[src/rtl/hopping_pkg.sv]
package hopping_pkg;

   // Clock and pulse timing
   localparam int CLK_MHZ       = 100;
   localparam int TE_SLOW_US    = 400;
   localparam int TE_FAST_US    = 200;
   localparam int DEBOUNCE_MS   = 10;
   localparam int TE_SLOW_CYC   = TE_SLOW_US * CLK_MHZ;
   localparam int TE_FAST_CYC   = TE_FAST_US * CLK_MHZ;
   localparam int DEBOUNCE_CYC  = DEBOUNCE_MS * 1000 * CLK_MHZ;

   // Code word framing, in pulse elements
   localparam int PREAMBLE_TE   = 23;
   localparam int HEADER_TE     = 10;
   localparam int GUARD_TE      = 39;
   localparam int CODE_BITS     = 66;
   localparam int MIN_WORDS_ONE = 1;
   localparam int MIN_WORDS_SET = 4;
   localparam int FIFO_DEPTH    = 8;

   // Cipher
   localparam int          CIPHER_ROUNDS = 528;
   localparam logic [31:0] NLF_TABLE     = 32'h3A5C742E;

   // Parameter store layout
   localparam int         STORE_WORDS      = 12;
   localparam int         WORD_W           = 16;
   localparam logic [3:0] ADDR_KEY_A       = 4'h0;
   localparam logic [3:0] ADDR_KEY_B       = 4'h1;
   localparam logic [3:0] ADDR_KEY_C       = 4'h2;
   localparam logic [3:0] ADDR_KEY_D       = 4'h3;
   localparam logic [3:0] ADDR_ROLLING     = 4'h4;
   localparam logic [3:0] ADDR_SPARE       = 4'h5;
   localparam logic [3:0] ADDR_ID_LOW      = 4'h6;
   localparam logic [3:0] ADDR_ID_HIGH     = 4'h7;
   localparam logic [3:0] ADDR_LEARN_LOW   = 4'h8;
   localparam logic [3:0] ADDR_LEARN_HIGH  = 4'h9;
   localparam logic [3:0] ADDR_CHECK       = 4'hA;
   localparam logic [3:0] ADDR_OPTION      = 4'hB;
   localparam logic [15:0] STORE_RESET     = 16'h0000;

   // Option word fields
   localparam int OPT_TRIM_LSB = 0;
   localparam int OPT_TRIP     = 4;
   localparam int OPT_RATE     = 5;
   localparam int OPT_MIN4     = 6;
   localparam int OPT_START    = 7;
   localparam int OPT_FORCE    = 8;
   localparam int OPT_LONG     = 9;
   localparam int CHECK_MSB    = 11;
   localparam int SHORT_ID_W   = 28;

   // Pin synchroniser slots
   localparam int PIN_COUNT = 6;
   localparam int PIN_B0    = 0;
   localparam int PIN_B1    = 1;
   localparam int PIN_B2    = 2;
   localparam int PIN_DATA  = 3;
   localparam int PIN_LOWB  = 4;
   localparam int PIN_PROG  = 5;

   typedef enum logic [1:0] {TRIP_4V4, TRIP_9V0, TRIP_6V75} trip_code_t;

   // One queued code word
   typedef struct packed {
      logic                 lead_pulse;
      logic                 blank;
      logic [CODE_BITS-1:0] bits;
   } tx_word_t;

endpackage

[src/rtl/code_hopping_encoder_core.sv]
`timescale 1ns/10ps

// Word queue between code word assembly and the pulse-width serialiser
module word_fifo #(
   parameter int WIDTH = 8,
   parameter int DEPTH = 8
) (
   // Clock and reset
   input  wire logic             clk_sys,
   input  wire logic             reset,
   input  wire logic             flush,
   // Fill side
   input  wire logic             in_valid,
   output logic                  in_ready,
   input  wire logic [WIDTH-1:0] in_data,
   // Drain side
   output logic                  out_valid,
   input  wire logic             out_ready,
   output logic [WIDTH-1:0]      out_data
);
   localparam int AW = $clog2(DEPTH);

   logic [WIDTH-1:0] mem_q [DEPTH];
   logic [AW-1:0]    wr_q;
   logic [AW-1:0]    rd_q;
   logic [AW:0]      count_q;
   wire              push = in_valid & in_ready;
   wire              pop  = out_valid & out_ready;

   // Honest full and empty from the fill count
   assign in_ready  = (count_q != (AW+1)'(DEPTH));
   assign out_valid = (count_q != '0);
   assign out_data  = mem_q[rd_q];

   // Pointers and fill count
   always_ff @(posedge clk_sys or posedge reset)
   begin
      if (reset)
      begin
         wr_q    <= '0;
         rd_q    <= '0;
         count_q <= '0;
      end
      else if (flush)
      begin
         wr_q    <= '0;
         rd_q    <= '0;
         count_q <= '0;
      end
      else
      begin
         if (push) wr_q <= (wr_q == AW'(DEPTH-1)) ? '0 : wr_q + 1'b1;
         if (pop)  rd_q <= (rd_q == AW'(DEPTH-1)) ? '0 : rd_q + 1'b1;
         count_q <= count_q + (AW+1)'(push) - (AW+1)'(pop);
      end
   end

   // Storage
   always_ff @(posedge clk_sys)
   begin
      if (push) mem_q[wr_q] <= in_data;
   end
endmodule

// Nonlinear feedback block cipher, one round per clock
module hop_cipher
   import hopping_pkg::*;
(
   // Clock and reset
   input  wire logic        clk_sys,
   input  wire logic        reset,
   // Request
   input  wire logic        start,
   input  wire logic [31:0] plain,
   input  wire logic [63:0] key,
   // Answer
   output logic             done,
   output logic [31:0]      result
);
   logic [31:0] x_q;
   logic [63:0] k_q;
   logic [9:0]  round_q;
   logic        busy_q;
   logic        done_q;
   wire  [4:0]  nlf_idx = {x_q[31], x_q[26], x_q[20], x_q[9], x_q[1]};
   wire         fb      = NLF_TABLE[nlf_idx] ^ x_q[16] ^ x_q[0] ^ k_q[0];

   assign done   = done_q;
   assign result = x_q;

   // Round engine with start and done handshake
   always_ff @(posedge clk_sys or posedge reset)
   begin
      if (reset)
      begin
         x_q     <= '0;
         k_q     <= '0;
         round_q <= '0;
         busy_q  <= 1'b0;
         done_q  <= 1'b0;
      end
      else
      begin
         done_q <= 1'b0;
         if (start)
         begin
            x_q     <= plain;
            k_q     <= key;
            round_q <= '0;
            busy_q  <= 1'b1;
         end
         else if (busy_q)
         begin
            x_q     <= {fb, x_q[31:1]};
            k_q     <= {k_q[0], k_q[63:1]};
            round_q <= round_q + 1'b1;
            if (round_q == 10'(CIPHER_ROUNDS-1))
            begin
               busy_q <= 1'b0;
               done_q <= 1'b1;
            end
         end
      end
   end
endmodule

// Encoder control core
module code_hopping_encoder_core
   import hopping_pkg::*;
#(
   parameter int DEB_CYCLES  = DEBOUNCE_CYC,
   parameter int SLOW_CYCLES = TE_SLOW_CYC,
   parameter int FAST_CYCLES = TE_FAST_CYC
) (
   // Clock and reset
   input  wire logic       clk_sys,
   input  wire logic       reset,
   // Button pins
   input  wire logic       button_in_zero,
   input  wire logic       button_in_one,
   input  wire logic       button_in_two,
   // Data pin, two-way
   input  wire logic       data_in,
   output logic            data_out,
   output logic            data_oe,
   // Programming mode strap and battery detector
   input  wire logic       prog_mode,
   input  wire logic       low_battery_flag,
   // Analog controls and power state
   output logic [3:0]      osc_trim,
   output trip_code_t      trip_code,
   output logic            awake
);
   typedef enum {C_SLEEP, C_DEBOUNCE, C_CIPHER, C_SEND, C_DRAIN} ctl_state_t;
   typedef enum {S_IDLE, S_LEAD, S_PRE, S_HDR, S_BITS, S_GUARD} ser_state_t;

   // Pin synchronisers, a change counts once stages two and three agree
   wire  [PIN_COUNT-1:0] pin_raw = {prog_mode, low_battery_flag, data_in,
                                    button_in_two, button_in_one, button_in_zero};
   logic [PIN_COUNT-1:0] pin_clean;
   genvar gp;
   generate
      for (gp = 0; gp < PIN_COUNT; gp++)
      begin : g_pin
         logic s1_q, s2_q, s3_q, clean_q;
         always_ff @(posedge clk_sys or posedge reset)
         begin
            if (reset)
            begin
               {s1_q, s2_q, s3_q, clean_q} <= 4'h0;
            end
            else
            begin
               s1_q <= pin_raw[gp];
               s2_q <= s1_q;
               s3_q <= s2_q;
               if (s2_q == s3_q) clean_q <= s3_q;
            end
         end
         assign pin_clean[gp] = clean_q;
      end
   endgenerate

   wire [2:0] btn_now  = pin_clean[PIN_B2:PIN_B0];
   wire       btn_any  = |btn_now;
   wire       in_prog  = pin_clean[PIN_PROG];

   // Parameter store write port
   logic        wr_en;
   logic [3:0]  wr_addr;
   logic [15:0] wr_data;
   logic [15:0] store_q [STORE_WORDS];

   // Parameter store, twelve 16-bit words
   genvar gw;
   generate
      for (gw = 0; gw < STORE_WORDS; gw++)
      begin : g_store
         always_ff @(posedge clk_sys or posedge reset)
         begin
            if (reset)
               store_q[gw] <= STORE_RESET;
            else if (wr_en && wr_addr == 4'(gw))
               store_q[gw] <= wr_data;
         end
      end
   endgenerate

   // Store fields
   wire [63:0] key_full = {store_q[ADDR_KEY_D], store_q[ADDR_KEY_C],
                           store_q[ADDR_KEY_B], store_q[ADDR_KEY_A]};
   wire [15:0] rolling  = store_q[ADDR_ROLLING];
   wire [31:0] id_full  = {store_q[ADDR_ID_HIGH], store_q[ADDR_ID_LOW]};
   wire [31:0] learn    = {store_q[ADDR_LEARN_HIGH], store_q[ADDR_LEARN_LOW]};
   wire [11:0] check    = store_q[ADDR_CHECK][CHECK_MSB:0];
   wire [15:0] opt      = store_q[ADDR_OPTION];
   wire        rate_sel = opt[OPT_RATE];
   wire        min_four = opt[OPT_MIN4];
   wire        start_en = opt[OPT_START];
   wire        s_force  = opt[OPT_FORCE];
   wire        long_id  = opt[OPT_LONG];

   // Programming loader, third button clocks data pin bits in LSB first
   logic        prog_clk_prev_q;
   logic [15:0] prog_shift_q;
   logic [3:0]  prog_bit_q;
   logic [3:0]  prog_ptr_q;
   wire         prog_edge = in_prog & pin_clean[PIN_B2] & ~prog_clk_prev_q;
   wire [15:0]  prog_word = {pin_clean[PIN_DATA], prog_shift_q[15:1]};
   wire         prog_wr   = prog_edge & (prog_bit_q == 4'hF);

   always_ff @(posedge clk_sys or posedge reset)
   begin
      if (reset)
      begin
         prog_clk_prev_q <= 1'b0;
         prog_shift_q    <= '0;
         prog_bit_q      <= '0;
         prog_ptr_q      <= '0;
      end
      else
      begin
         prog_clk_prev_q <= pin_clean[PIN_B2];
         if (!in_prog)
         begin
            prog_bit_q <= '0;
            prog_ptr_q <= '0;
         end
         else if (prog_edge)
         begin
            prog_shift_q <= prog_word;
            prog_bit_q   <= prog_bit_q + 1'b1;
            if (prog_wr)
               prog_ptr_q <= (prog_ptr_q == ADDR_OPTION) ? ADDR_KEY_A : prog_ptr_q + 1'b1;
         end
      end
   end

   // Controller registers
   ctl_state_t  ctl_q;
   logic [19:0] deb_q;
   logic [2:0]  btn_q;
   logic        low_battery_flag_q;
   logic [31:0] hop_q;
   logic [2:0]  words_q;
   logic        blank_q;
   logic        cipher_go_q;
   logic        sync_wr_q;
   wire         cipher_done;
   wire [31:0]  cipher_out;

   // Code word assembly
   wire        seed_mode = &btn_q;
   wire        status_hi = s_force | btn_q[2];
   wire [3:0]  status    = {status_hi, btn_q[2], btn_q[1], btn_q[0]};
   wire [31:0] plain     = {status, check, rolling};
   wire [31:0] id_field  = long_id ? id_full
                         : {status, id_full[SHORT_ID_W-1:0]};
   wire        repeat_b  = (words_q != '0);
   tx_word_t   push_word;
   assign push_word.lead_pulse = start_en & (words_q == '0);
   assign push_word.blank      = rate_sel & blank_q;
   assign push_word.bits       = {repeat_b, low_battery_flag_q, id_field, hop_q};

   // Controller decode
   wire [2:0] min_words = min_four ? 3'(MIN_WORDS_SET) : 3'(MIN_WORDS_ONE);
   wire       new_press = (ctl_q == C_CIPHER || ctl_q == C_SEND || ctl_q == C_DRAIN)
                          && |(btn_now & ~btn_q);
   wire       fifo_in_ready;
   wire       fifo_out_valid;
   wire       need_more = (words_q < min_words) | (btn_any & ~fifo_out_valid);
   wire       push      = (ctl_q == C_SEND) & need_more & fifo_in_ready;
   wire       deb_done  = (deb_q == 20'(DEB_CYCLES-1));
   logic      ser_idle;

   // Store write arbitration, a programming write wins over counter writeback
   assign wr_en   = prog_wr | sync_wr_q;
   assign wr_addr = prog_wr ? prog_ptr_q : ADDR_ROLLING;
   assign wr_data = prog_wr ? prog_word : rolling + 16'h0001;

   // Controller sequence
   always_ff @(posedge clk_sys or posedge reset)
   begin
      if (reset)
      begin
         ctl_q       <= C_SLEEP;
         deb_q       <= '0;
         btn_q       <= '0;
         low_battery_flag_q      <= 1'b0;
         hop_q       <= '0;
         words_q     <= '0;
         blank_q     <= 1'b0;
         cipher_go_q <= 1'b0;
         sync_wr_q   <= 1'b0;
      end
      else
      begin
         cipher_go_q <= 1'b0;
         sync_wr_q   <= 1'b0;
         if (new_press)
         begin
            ctl_q <= C_DEBOUNCE;
            deb_q <= '0;
         end
         else
         begin
            case (ctl_q)
               C_SLEEP:
                  if (btn_any && !in_prog)
                  begin
                     ctl_q <= C_DEBOUNCE;
                     deb_q <= '0;
                  end
               C_DEBOUNCE:
                  if (deb_done)
                  begin
                     words_q <= '0;
                     blank_q <= 1'b0;
                     btn_q   <= btn_now;
                     low_battery_flag_q  <= pin_clean[PIN_LOWB];
                     if (btn_any)
                     begin
                        ctl_q       <= C_CIPHER;
                        cipher_go_q <= 1'b1;
                     end
                     else
                        ctl_q <= C_SLEEP;
                  end
                  else
                     deb_q <= deb_q + 1'b1;
               C_CIPHER:
                  if (cipher_done)
                  begin
                     hop_q     <= seed_mode ? learn : cipher_out;
                     sync_wr_q <= 1'b1;
                     ctl_q     <= C_SEND;
                  end
               C_SEND:
                  if (push)
                  begin
                     blank_q <= ~blank_q;
                     if (words_q != 3'(MIN_WORDS_SET)) words_q <= words_q + 1'b1;
                  end
                  else if (!need_more)
                     ctl_q <= C_DRAIN;
               C_DRAIN:
                  if (need_more)
                     ctl_q <= C_SEND;
                  else if (!fifo_out_valid && ser_idle)
                     ctl_q <= C_SLEEP;
               default:
                  ctl_q <= C_SLEEP;
            endcase
         end
      end
   end

   hop_cipher u_cipher (
      .clk_sys (clk_sys),
      .reset   (reset),
      .start   (cipher_go_q),
      .plain   (plain),
      .key     (key_full),
      .done    (cipher_done),
      .result  (cipher_out)
   );

   // Word queue toward the serialiser
   tx_word_t fifo_out;
   wire      ser_pop;
   word_fifo #(
      .WIDTH ($bits(tx_word_t)),
      .DEPTH (FIFO_DEPTH)
   ) u_fifo (
      .clk_sys   (clk_sys),
      .reset     (reset),
      .flush     (new_press),
      .in_valid  (push),
      .in_ready  (fifo_in_ready),
      .in_data   (push_word),
      .out_valid (fifo_out_valid),
      .out_ready (ser_pop),
      .out_data  (fifo_out)
   );

   // Serialiser registers
   ser_state_t ser_q;
   tx_word_t   word_q;
   logic [15:0] te_cnt_q;
   logic [5:0]  unit_q;
   logic [6:0]  bit_q;
   logic [1:0]  slot_q;
   logic        data_q;
   logic        oe_q;
   logic [3:0]  trim_q;
   trip_code_t  trip_q;
   logic        awake_q;

   // Element divider, one-cycle tick per pulse element
   wire [15:0] te_last = rate_sel ? 16'(FAST_CYCLES-1) : 16'(SLOW_CYCLES-1);
   wire        te_tick = (ser_q != S_IDLE) & (te_cnt_q >= te_last);
   assign ser_idle = (ser_q == S_IDLE);
   assign ser_pop  = ser_idle & fifo_out_valid & ~new_press;

   // Pin level per phase: bit is high, then inverted data, then low
   wire cur_bit = word_q.bits[bit_q];
   logic level;
   always_comb
   begin
      case (ser_q)
         S_LEAD:  level = 1'b1;
         S_PRE:   level = ~unit_q[0];
         S_BITS:  level = (slot_q == 2'd0) | ((slot_q == 2'd1) & ~cur_bit);
         default: level = 1'b0;
      endcase
   end

   // Serialiser sequence
   always_ff @(posedge clk_sys or posedge reset)
   begin
      if (reset)
      begin
         ser_q    <= S_IDLE;
         word_q   <= '0;
         te_cnt_q <= '0;
         unit_q   <= '0;
         bit_q    <= '0;
         slot_q   <= '0;
      end
      else if (new_press)
         ser_q <= S_IDLE;
      else if (ser_pop)
      begin
         word_q   <= fifo_out;
         te_cnt_q <= '0;
         unit_q   <= '0;
         ser_q    <= fifo_out.lead_pulse ? S_LEAD : S_PRE;
      end
      else if (!ser_idle)
      begin
         te_cnt_q <= te_tick ? '0 : te_cnt_q + 1'b1;
         if (te_tick)
         begin
            unit_q <= unit_q + 1'b1;
            case (ser_q)
               S_LEAD:
               begin
                  ser_q  <= S_PRE;
                  unit_q <= '0;
               end
               S_PRE:
                  if (unit_q == 6'(PREAMBLE_TE-1))
                  begin
                     ser_q  <= S_HDR;
                     unit_q <= '0;
                  end
               S_HDR:
                  if (unit_q == 6'(HEADER_TE-1))
                  begin
                     ser_q  <= S_BITS;
                     bit_q  <= '0;
                     slot_q <= '0;
                  end
               S_BITS:
                  if (slot_q == 2'd2)
                  begin
                     slot_q <= '0;
                     bit_q  <= bit_q + 1'b1;
                     if (bit_q == 7'(CODE_BITS-1))
                     begin
                        ser_q  <= S_GUARD;
                        unit_q <= '0;
                     end
                  end
                  else
                     slot_q <= slot_q + 1'b1;
               S_GUARD:
                  if (unit_q == 6'(GUARD_TE-1))
                     ser_q <= S_IDLE;
               default:
                  ser_q <= S_IDLE;
            endcase
         end
      end
   end

   // Output flops: pin drive, trim, trip point, power state
   always_ff @(posedge clk_sys or posedge reset)
   begin
      if (reset)
      begin
         data_q  <= 1'b0;
         oe_q    <= 1'b0;
         trim_q  <= '0;
         trip_q  <= TRIP_4V4;
         awake_q <= 1'b0;
      end
      else
      begin
         data_q  <= level & ~word_q.blank & ~in_prog;
         oe_q    <= ~in_prog;
         trim_q  <= opt[OPT_TRIM_LSB +: 4];
         trip_q  <= !opt[OPT_TRIP] ? TRIP_4V4 : (s_force ? TRIP_6V75 : TRIP_9V0);
         awake_q <= (ctl_q != C_SLEEP);
      end
   end

   assign data_out  = data_q;
   assign data_oe   = oe_q;
   assign osc_trim  = trim_q;
   assign trip_code = trip_q;
   assign awake     = awake_q;
endmodule

[config.mk]
export PLATFORM = sky130hd
export DESIGN_NAME = code_hopping_encoder_core
export DESIGN_NICKNAME = d
export VERILOG_FILES = /design/src/rtl/hopping_pkg.sv /design/src/rtl/code_hopping_encoder_core.sv
export SDC_FILE = /design/constraint.sdc
export NUM_CORES = 2
export LEC_CHECK = 0
export BUFFER_PORTS_ARGS = -buffer_cell sky130_fd_sc_hd__buf_2
export CAP_MARGIN = 30
export CORE_ASPECT_RATIO = 0.7
export CORE_UTILIZATION = 35
export CTS_CLUSTER_DIAMETER = 30
export DETAILED_ROUTE_END_ITERATION = 6
export HOLD_SLACK_MARGIN = 0.05
export REMOVE_ABC_BUFFERS = 1
export SLEW_MARGIN = 40
export SYNTH_ARGS = -nofsm -noshare
export SYNTH_HDL_FRONTEND = slang
export SYNTH_SLANG_ARGS = --single-unit
[constraint.sdc]
create_clock -name clk_sys -period 20 [get_ports clk_sys]
set_input_delay 2 -clock clk_sys [delete_from_list [all_inputs] [get_ports clk_sys]]
set_output_delay 2 -clock clk_sys [all_outputs]
set_load 0.02 [all_outputs]
---- Word level (Yosys, flattened, before mapping) ----
Memory sizes are Yosys's and may differ from the RTL's.
Index checks and enable logic that the tools add are counted.
cells by class
  $add $sub $neg .......................... 14
  order comparisons ....................... 4
  eq/ne operators ......................... 63
  multiplexer cells ....................... 94
  bitwise operators ....................... 35
  reduce and logical (&&, ||, !) cells .... 52
operators by type and width
  kind                     count
  $mux W32                 21
  $pmux W32 S5             2
  $eq A32 B3 Y1 const B    5
  $eq A32 B2 Y1 const B    4
  $mux W64                 2
  $mux W16                 5
  $eq A32 B1 Y1 const B    2
  $logic_not A32 Y1        2
  $reduce_bool A32 Y1      2
  $mux W20                 3
  $pmux W20 S2             1
  $mux W6                  6
  $add A16 B1 Y16 const B  2
  $eq A32 B4 Y1 const B    1
  $mux W4                  8
  $mux W3                  10
  $eq A4 B4 Y1 const B     6
  $add A20 B1 Y20 const B  1
  $eq A20 B20 Y1 const B   1
  $mux W10                 2
  $ne A4 B3 Y1 const B     5
  $mux W1                  19
  $ne A3 B3 Y1 const B     6
  $pmux W6 S3              1
  58 further kinds         145
storage, ports and cells
  register bits after elaboration ......... 566
  RAM bits ................................ 544
  memory bits (read-only) ................. 32
  input port bits ......................... 8
  output and inout port bits .............. 9
  logic and storage cells ................. 332
  memories ................................ 2
memories
  memory            words  bits a word  read ports  clocked after Yosys merged registers in  wr ports  line                             text
  u_fifo.mem_q      8      68           1           0                                        1         code_hopping_encoder_core.sv:23  logic [WIDTH-1:0] mem_q [DEPTH];
  (name not given)  32     1            1           0                                        0         code_hopping_encoder_core.sv:86  wire fb = NLF_TABLE[nlf_idx] ^ x_q[16] ^ x_q[0] ^ k_q[0];

---- Longest topological paths before layout ----
  word-level depth ........................ 10
  mapped depth ............................ 16
  gate-level depth less buffers ........... 13

---- Cells and area by module ----
From an unflattened synthesis, not the netlist that was laid out.
unflattened totals
  cell total of the unflattened synthesis .. 2893
  area, all modules ....................... 43356.6 um2
modules (own cells, without submodules)
  module                     instances  cells each  area each (um2)  seq. area each (um2)
  word_fifo                  1          866         21119.0          16585.9
  code_hopping_encoder_core  1          1539        17180.2          9734.3
  hop_cipher                 1          488         5057.4           2702.6

---- Worst setup path before layout ----
OpenSTA, ideal clock, no wires.
  kind .................................... reg-to-reg
  start ................................... register u_fifo.count_q[2]
  end ..................................... memory u_fifo.mem_q[4][0] (netlist name), enable pin
  library setup time ...................... 0.686 ns
  data arrival time ....................... 8.654 ns
  required time ........................... 19.314 ns
  path slack .............................. 10.660 ns
  stages on the path, launching flop included .. 9
  buffers on the path ..................... 1
  period minus slack after synthesis ...... 9.340 ns
  cell sequence ........................... dfrtp_1 inv_1 ha_1 or3b_1 o22a_1 nor2_1 nand2_1 buf_2 nor4b_1
on the way
  word-level cells in the longest chain between the ends .. 9
  elaborated cells between the ends (all ways) .. 10
  those cells by class .................... 1 x eq/ne; 2 x mux; 6 x bitwise; 1 x reduce/logical
ends and longest elaborated chain
  item                               line                              text
  start, declared                    code_hopping_encoder_core.sv:26   logic [AW:0] count_q;
  start signal, assigned             code_hopping_encoder_core.sv:54   count_q <= count_q + (AW+1)'(push) - (AW+1)'(pop);
  $reduce_bool A4 Y1                 code_hopping_encoder_core.sv:32   assign out_valid = (count_q != '0);
  $not A1 Y1                         code_hopping_encoder_core.sv:291  wire need_more = (words_q < min_words) | (btn_any & ~fifo_out_valid);
  $and A1 B1 Y1                      code_hopping_encoder_core.sv:291
  $or A1 B1 Y1                       code_hopping_encoder_core.sv:291
  $and A1 B1 Y1 (2 in series)        code_hopping_encoder_core.sv:292  wire push = (ctl_q == C_SEND) & need_more & fifo_in_ready;
  $and A1 B1 Y1 (*)                  code_hopping_encoder_core.sv:27   wire push = in_valid & in_ready;
  $mux W1 (*)                        code_hopping_encoder_core.sv:61   if (push) mem_q[wr_q] <= in_data;
  $mux W1 (not written as such) (*)  code_hopping_encoder_core.sv:61
  end, declared                      code_hopping_encoder_core.sv:23
Every way passes the cells marked *; elsewhere a longest branch is shown, timed or not.

---- Final worst setup path ----
  start ................................... register u_fifo.count_q[2]
  end ..................................... memory u_fifo.mem_q[3][29] (netlist name), enable pin
Same word-level chain as after synthesis.

==> summary by stage <==
Timing
The final worst clock skew is 26.83 ps. The worst-case setup margin in the final layout is 15,830 ps. The number of slew-limit violations in the final report is 0. Setup repair after global routing left no endpoint under its margin. The setup total negative slack is 0 ps. The final critical path takes up 20.85% of the cycle. The final hold slack is 348.3 ps. The number of setup violations in the final report is 0. The transition time of the tightest slew-check pin is 835.9 ps.

Static timing analysis puts the maximum clock frequency at 239.8 MHz. The number of hold-slack violations in the final timing report was 0. The time the worst path needs with I/O delays and setup is 4170 ps. In this run the tightest slew margin relative to its limit is 44.27%.

Global route
The via count of the first global-routing pass came to 23,269. The first global-routing pass estimated 148,700 microns of wire. The aggregate global routing overflow is 0. The pin count of the biggest net entering global routing is 153.

The number of antenna violations at the first check in global routing is 8. The all-layer global routing usage is 15.88%.

Critical path
STA classifies the critical path endpoint as a register. The kind of critical path is reg -> reg. The critical path contains buffers and inverters numbering 4 combined. The signal on the critical path passes through inv_1 -> ha_1 -> or3b_1 -> o22a_1 -> nor2_1 -> nand2_1 -> inv_2 -> nand2_1 -> nor3b_2 -> buf_4 -> buf_4.

For this design, the slowest cell found on the critical path is buf_4. STA classifies the critical path startpoint as a register. On the critical path the largest part of the delay comes from buffers and inverters. The largest fanout on the critical path is 35. The biggest cell delay along the critical path is 640 ps. Data arrives at the worst endpoint at 4530 ps.

STA puts the critical path data required time at 20,360 ps.

Worst hold path
The path class of the tightest hold or removal check is reg -> reg.

Clock network
In this run the clock root is driven by a clkbuf_16. TritonCTS built the clock tree. The number of buffers added for setup after CTS is 0. Clock latency on the worst-skew pair, taken at its later pin, is 740 ps. TritonCTS created 138 clock buffers. For this design, the sink count on the clock tree is 1,051. The clock transition at the registers of the reported paths is 50 ps. The H-tree generated during clock tree synthesis spans 4 levels. The number of buffers between clock root and the deepest sink is 3. In this run, post-CTS repair resized a total of 0 instances. Hold repair after CTS inserted 0 buffers.

Layout
The sequential cells in the finished layout cover a total of 29,050 sq um. In the final design database the tool counted 3,032 nets. The multi-input combinational cells in the finished layout cover a total of 13,090 sq um.

The post-route netlist has 18.55% of its cells at a drive strength greater than 1. The area added between synthesis and finish is 16.22%. The number of fill cells in the layout is 11,057.

Pwr
The final total power is 5.953 mW. In this run the power density over the cells is 119.3 nW/um^2. The peak ir drop on the vdd network is 82.57 uV. Summed over all cells, the static leakage comes to 18.45 nW.

Drt
The number of search-and-repair iterations in the first detailed-routing pass is 5. The total via count in the routed design is 24,041. After detailed routing, the average wire length per cell comes to 20.46 microns.

The total detailed-routing wirelength is 97,150 microns. In this run the remaining antenna-violating nets after routing total 0. Using the TritonRoute via totals, the vias-per-cell ratio works out to 5.063. In the routed design, unresolved DRC markers number 0.

The first routing iteration left 2,034 violations.

Synth
Counting flops with a built-in enable in the synthesized netlist gives 544. The synthesized netlist devotes 1.081% of its cell area to XOR and XNOR gates. Of the total synthesized cell area, the portion taken by full adders, half adders and majority gates is 1.032%. After synthesis the cells add up to 42,940 sq um. Yosys printed 0 warnings. After synthesis, the mean cell area works out to 14.54 sq um. For this run, asynchronously set or reset flops after synthesis account for 48.24%. The count of different cell masters after synthesis is 94.

The share of cell area taken by muxes after synthesis is 14.60%. The simple logic cell fraction of the synthesized area is 7.416%. By area, the combinational part of the netlist is dominated by multiplexers. The main flop type after synthesis is edfxtp_1. The fraction of the yosys area taken by sequential cells is 67.59%. The compound-gate portion of the synthesized area is 5.927%. The synthesized design contains 1,051 register bits. The synthesized netlist cell count is 2,953.

Floorplanning
The height of the die is 295.1 microns. The number of ports placed on the die boundary is 17. Measured along the x axis, the die boundary spans 420.6 microns. Once the floorplan was initialized, standard cells occupied 35.28% of the core. The die covers 124,100 sq um. The floorplan step defined a core boundary enclosing 121,700 sq um. The number of core rows is 107.

Placed design
The count of buffers inserted at the top-level ports is 16. Detailed placement ended at an HPWL of 57,830 microns. Timing analysis after detailed placement gives a worst setup slack of 15,540 ps. The routability-driven placement congestion ratio is 0.7883.

Job
Max-cap violations in this run came to 0.

Outcome
The flow ran to the end, and the final reports show no timing, DRC or antenna violations.
layout make-up:
cell class | count | share of cell area [%]
multi-input combinational | 1665 | 26.23
sequential | 1051 | 58.20
antenna | 3 | 0.01504
tap | 1635 | 4.099
clock buffer | 155 | 7.168
timing repair buffer | 76 | 1.381
clock inverter | 101 | 2.412
inverter | 62 | 0.4914
registers in the layout, summed over array words and instances (netlist names), 10 cells and up:
register / flops
key_full: 64
u_cipher.round_q: 10
prog_shift_q: 15
rolling: 16
u_cipher.k_q: 64
check: 12
u_cipher.result: 32
u_fifo.mem_q: 544
opt: 10
learn: 32
deb_q: 20
hop_q: 32
te_cnt_q: 16
word_q: 67
id_full: 32
cells in the mapped netlist (all sizes together) (4+ instances only):
| cell type | n | area [sq um] |
|---|---|---|
| o211ai | 4 | 35.03 |
| a21o | 5 | 45.04 |
| nor4b | 6 | 58.80 |
| o21ai | 310 | 1555 |
| nor3b | 6 | 50.05 |
| and2 | 7 | 43.79 |
| nor2b | 10 | 62.56 |
| a31oi | 6 | 52.55 |
| nor2 | 147 | 554.3 |
| buf | 67 | 372.9 |
| or2 | 6 | 37.54 |
| dfrtp | 507 | 12690 |
| inv | 62 | 232.7 |
| nand3 | 35 | 187.7 |
| or4 | 6 | 48.80 |
| mux2 | 48 | 540.5 |
| nand2 | 349 | 1313 |
| mux2i | 234 | 2342 |
| maj3 | 6 | 60.06 |
| o21a | 4 | 30.03 |
| clkbuf | 108 | 405.4 |
| xor2 | 26 | 227.7 |
| or3 | 11 | 68.82 |
| o31ai | 7 | 62.56 |
| edfxtp | 544 | 16340 |
| a21oi | 82 | 414.2 |
| xnor2 | 27 | 236.5 |
| nor4 | 16 | 118.9 |
| mux4 | 150 | 3386 |
| nand4 | 24 | 156.4 |
| a22oi | 9 | 67.56 |
| and3 | 12 | 75.07 |
| nand2b | 13 | 81.33 |
| nand3b | 4 | 30.03 |
| nor3 | 20 | 126.4 |
| ha | 29 | 362.9 |
metrics by stage:
step                instance area, sq um  util [%]  cells
floorplan                          42160         -   2778
global placement                   44830     36.84   4478
detailed placement                 45050     37.02   4487
CTS                                49830     40.95   4743
global route                       49900     41.00   4745
finish                             49900     41.01   4748
worst paths after layout:
| check | slack (ps) | end | cells past startpoint | from |
|---|---|---|---|---|
| worst max register to register | 15830 | u_fifo.mem_q[3][29]$_DFFE_PP_ | 11 | u_fifo.count_q[2]$_DFF_PP0_ |
| min in group asynchronous | 1340 | u_cipher.k_q[24]$_DFFE_PP0P_ | 2 | reset |
| max in group asynchronous | 16820 | u_fifo.rd_q[1]$_DFFE_PP0P_ | 4 | reset |
| worst max-delay path | 15830 | u_fifo.mem_q[3][29]$_DFFE_PP_ | 11 | u_fifo.count_q[2]$_DFF_PP0_ |
| worst min-delay path | 350 | g_pin[3].s2_q$_DFF_PP0_ | 0 | g_pin[3].s1_q$_DFF_PP0_ |
| worst min register to register | 350 | g_pin[3].s2_q$_DFF_PP0_ | 0 | g_pin[3].s1_q$_DFF_PP0_ |
where the power goes:
group	total, mW	leakage, nW	switching, mW	internal, mW
sequential	2.54	11.8	0.129	2.41
combinational	0.886	4.38	0.483	0.404
clock	2.53	2.30	0.988	1.54
total	5.95	18.4	1.60	4.35
metal layers:
metal / vias to the layer above / share of wire (%) / global-route usage, % / routed length [microns]
li1: 11047 / - / - / -
met1: 12227 / 50 / 25.42 / 49000
met2: 656 / 41 / 20.98 / 39390
met3: 111 / 7.3 / 3.658 / 7106
met4: 0 / 1.7 / 4.568 / 1651
met5: - / 0 / 0 / 0
cell usage in the layout, fill, tap and decap left out, types with 23 or more instances in the layout:
master / Yosys / layout
a21oi_1: 81 / 75
inv_1: 61 / 60
o21ai_0: 300 / 300
mux2i_1: 234 / 232
xnor2_1: 27 / 27
dfrtp_1: 507 / 498
nand3_1: 34 / 32
nand4_1: 23 / 23
xor2_1: 26 / 26
edfxtp_1: 544 / 544
mux4_2: 148 / 148
buf_4: 5 / 41
nand2_1: 348 / 346
nor2_1: 146 / 143
mux2_2: 48 / 48
ha_1: 29 / 29
clkbuf_16: 0 / 138
cell families after synthesis:
kind of cell    count (synthesis)
simple gates                  690
mux                           432
flops                        1051
fa+ha+maj                      36
compound gates                454
buf+inv                       237
xor+xnor                       53
(Power assumes the default switching activity.)
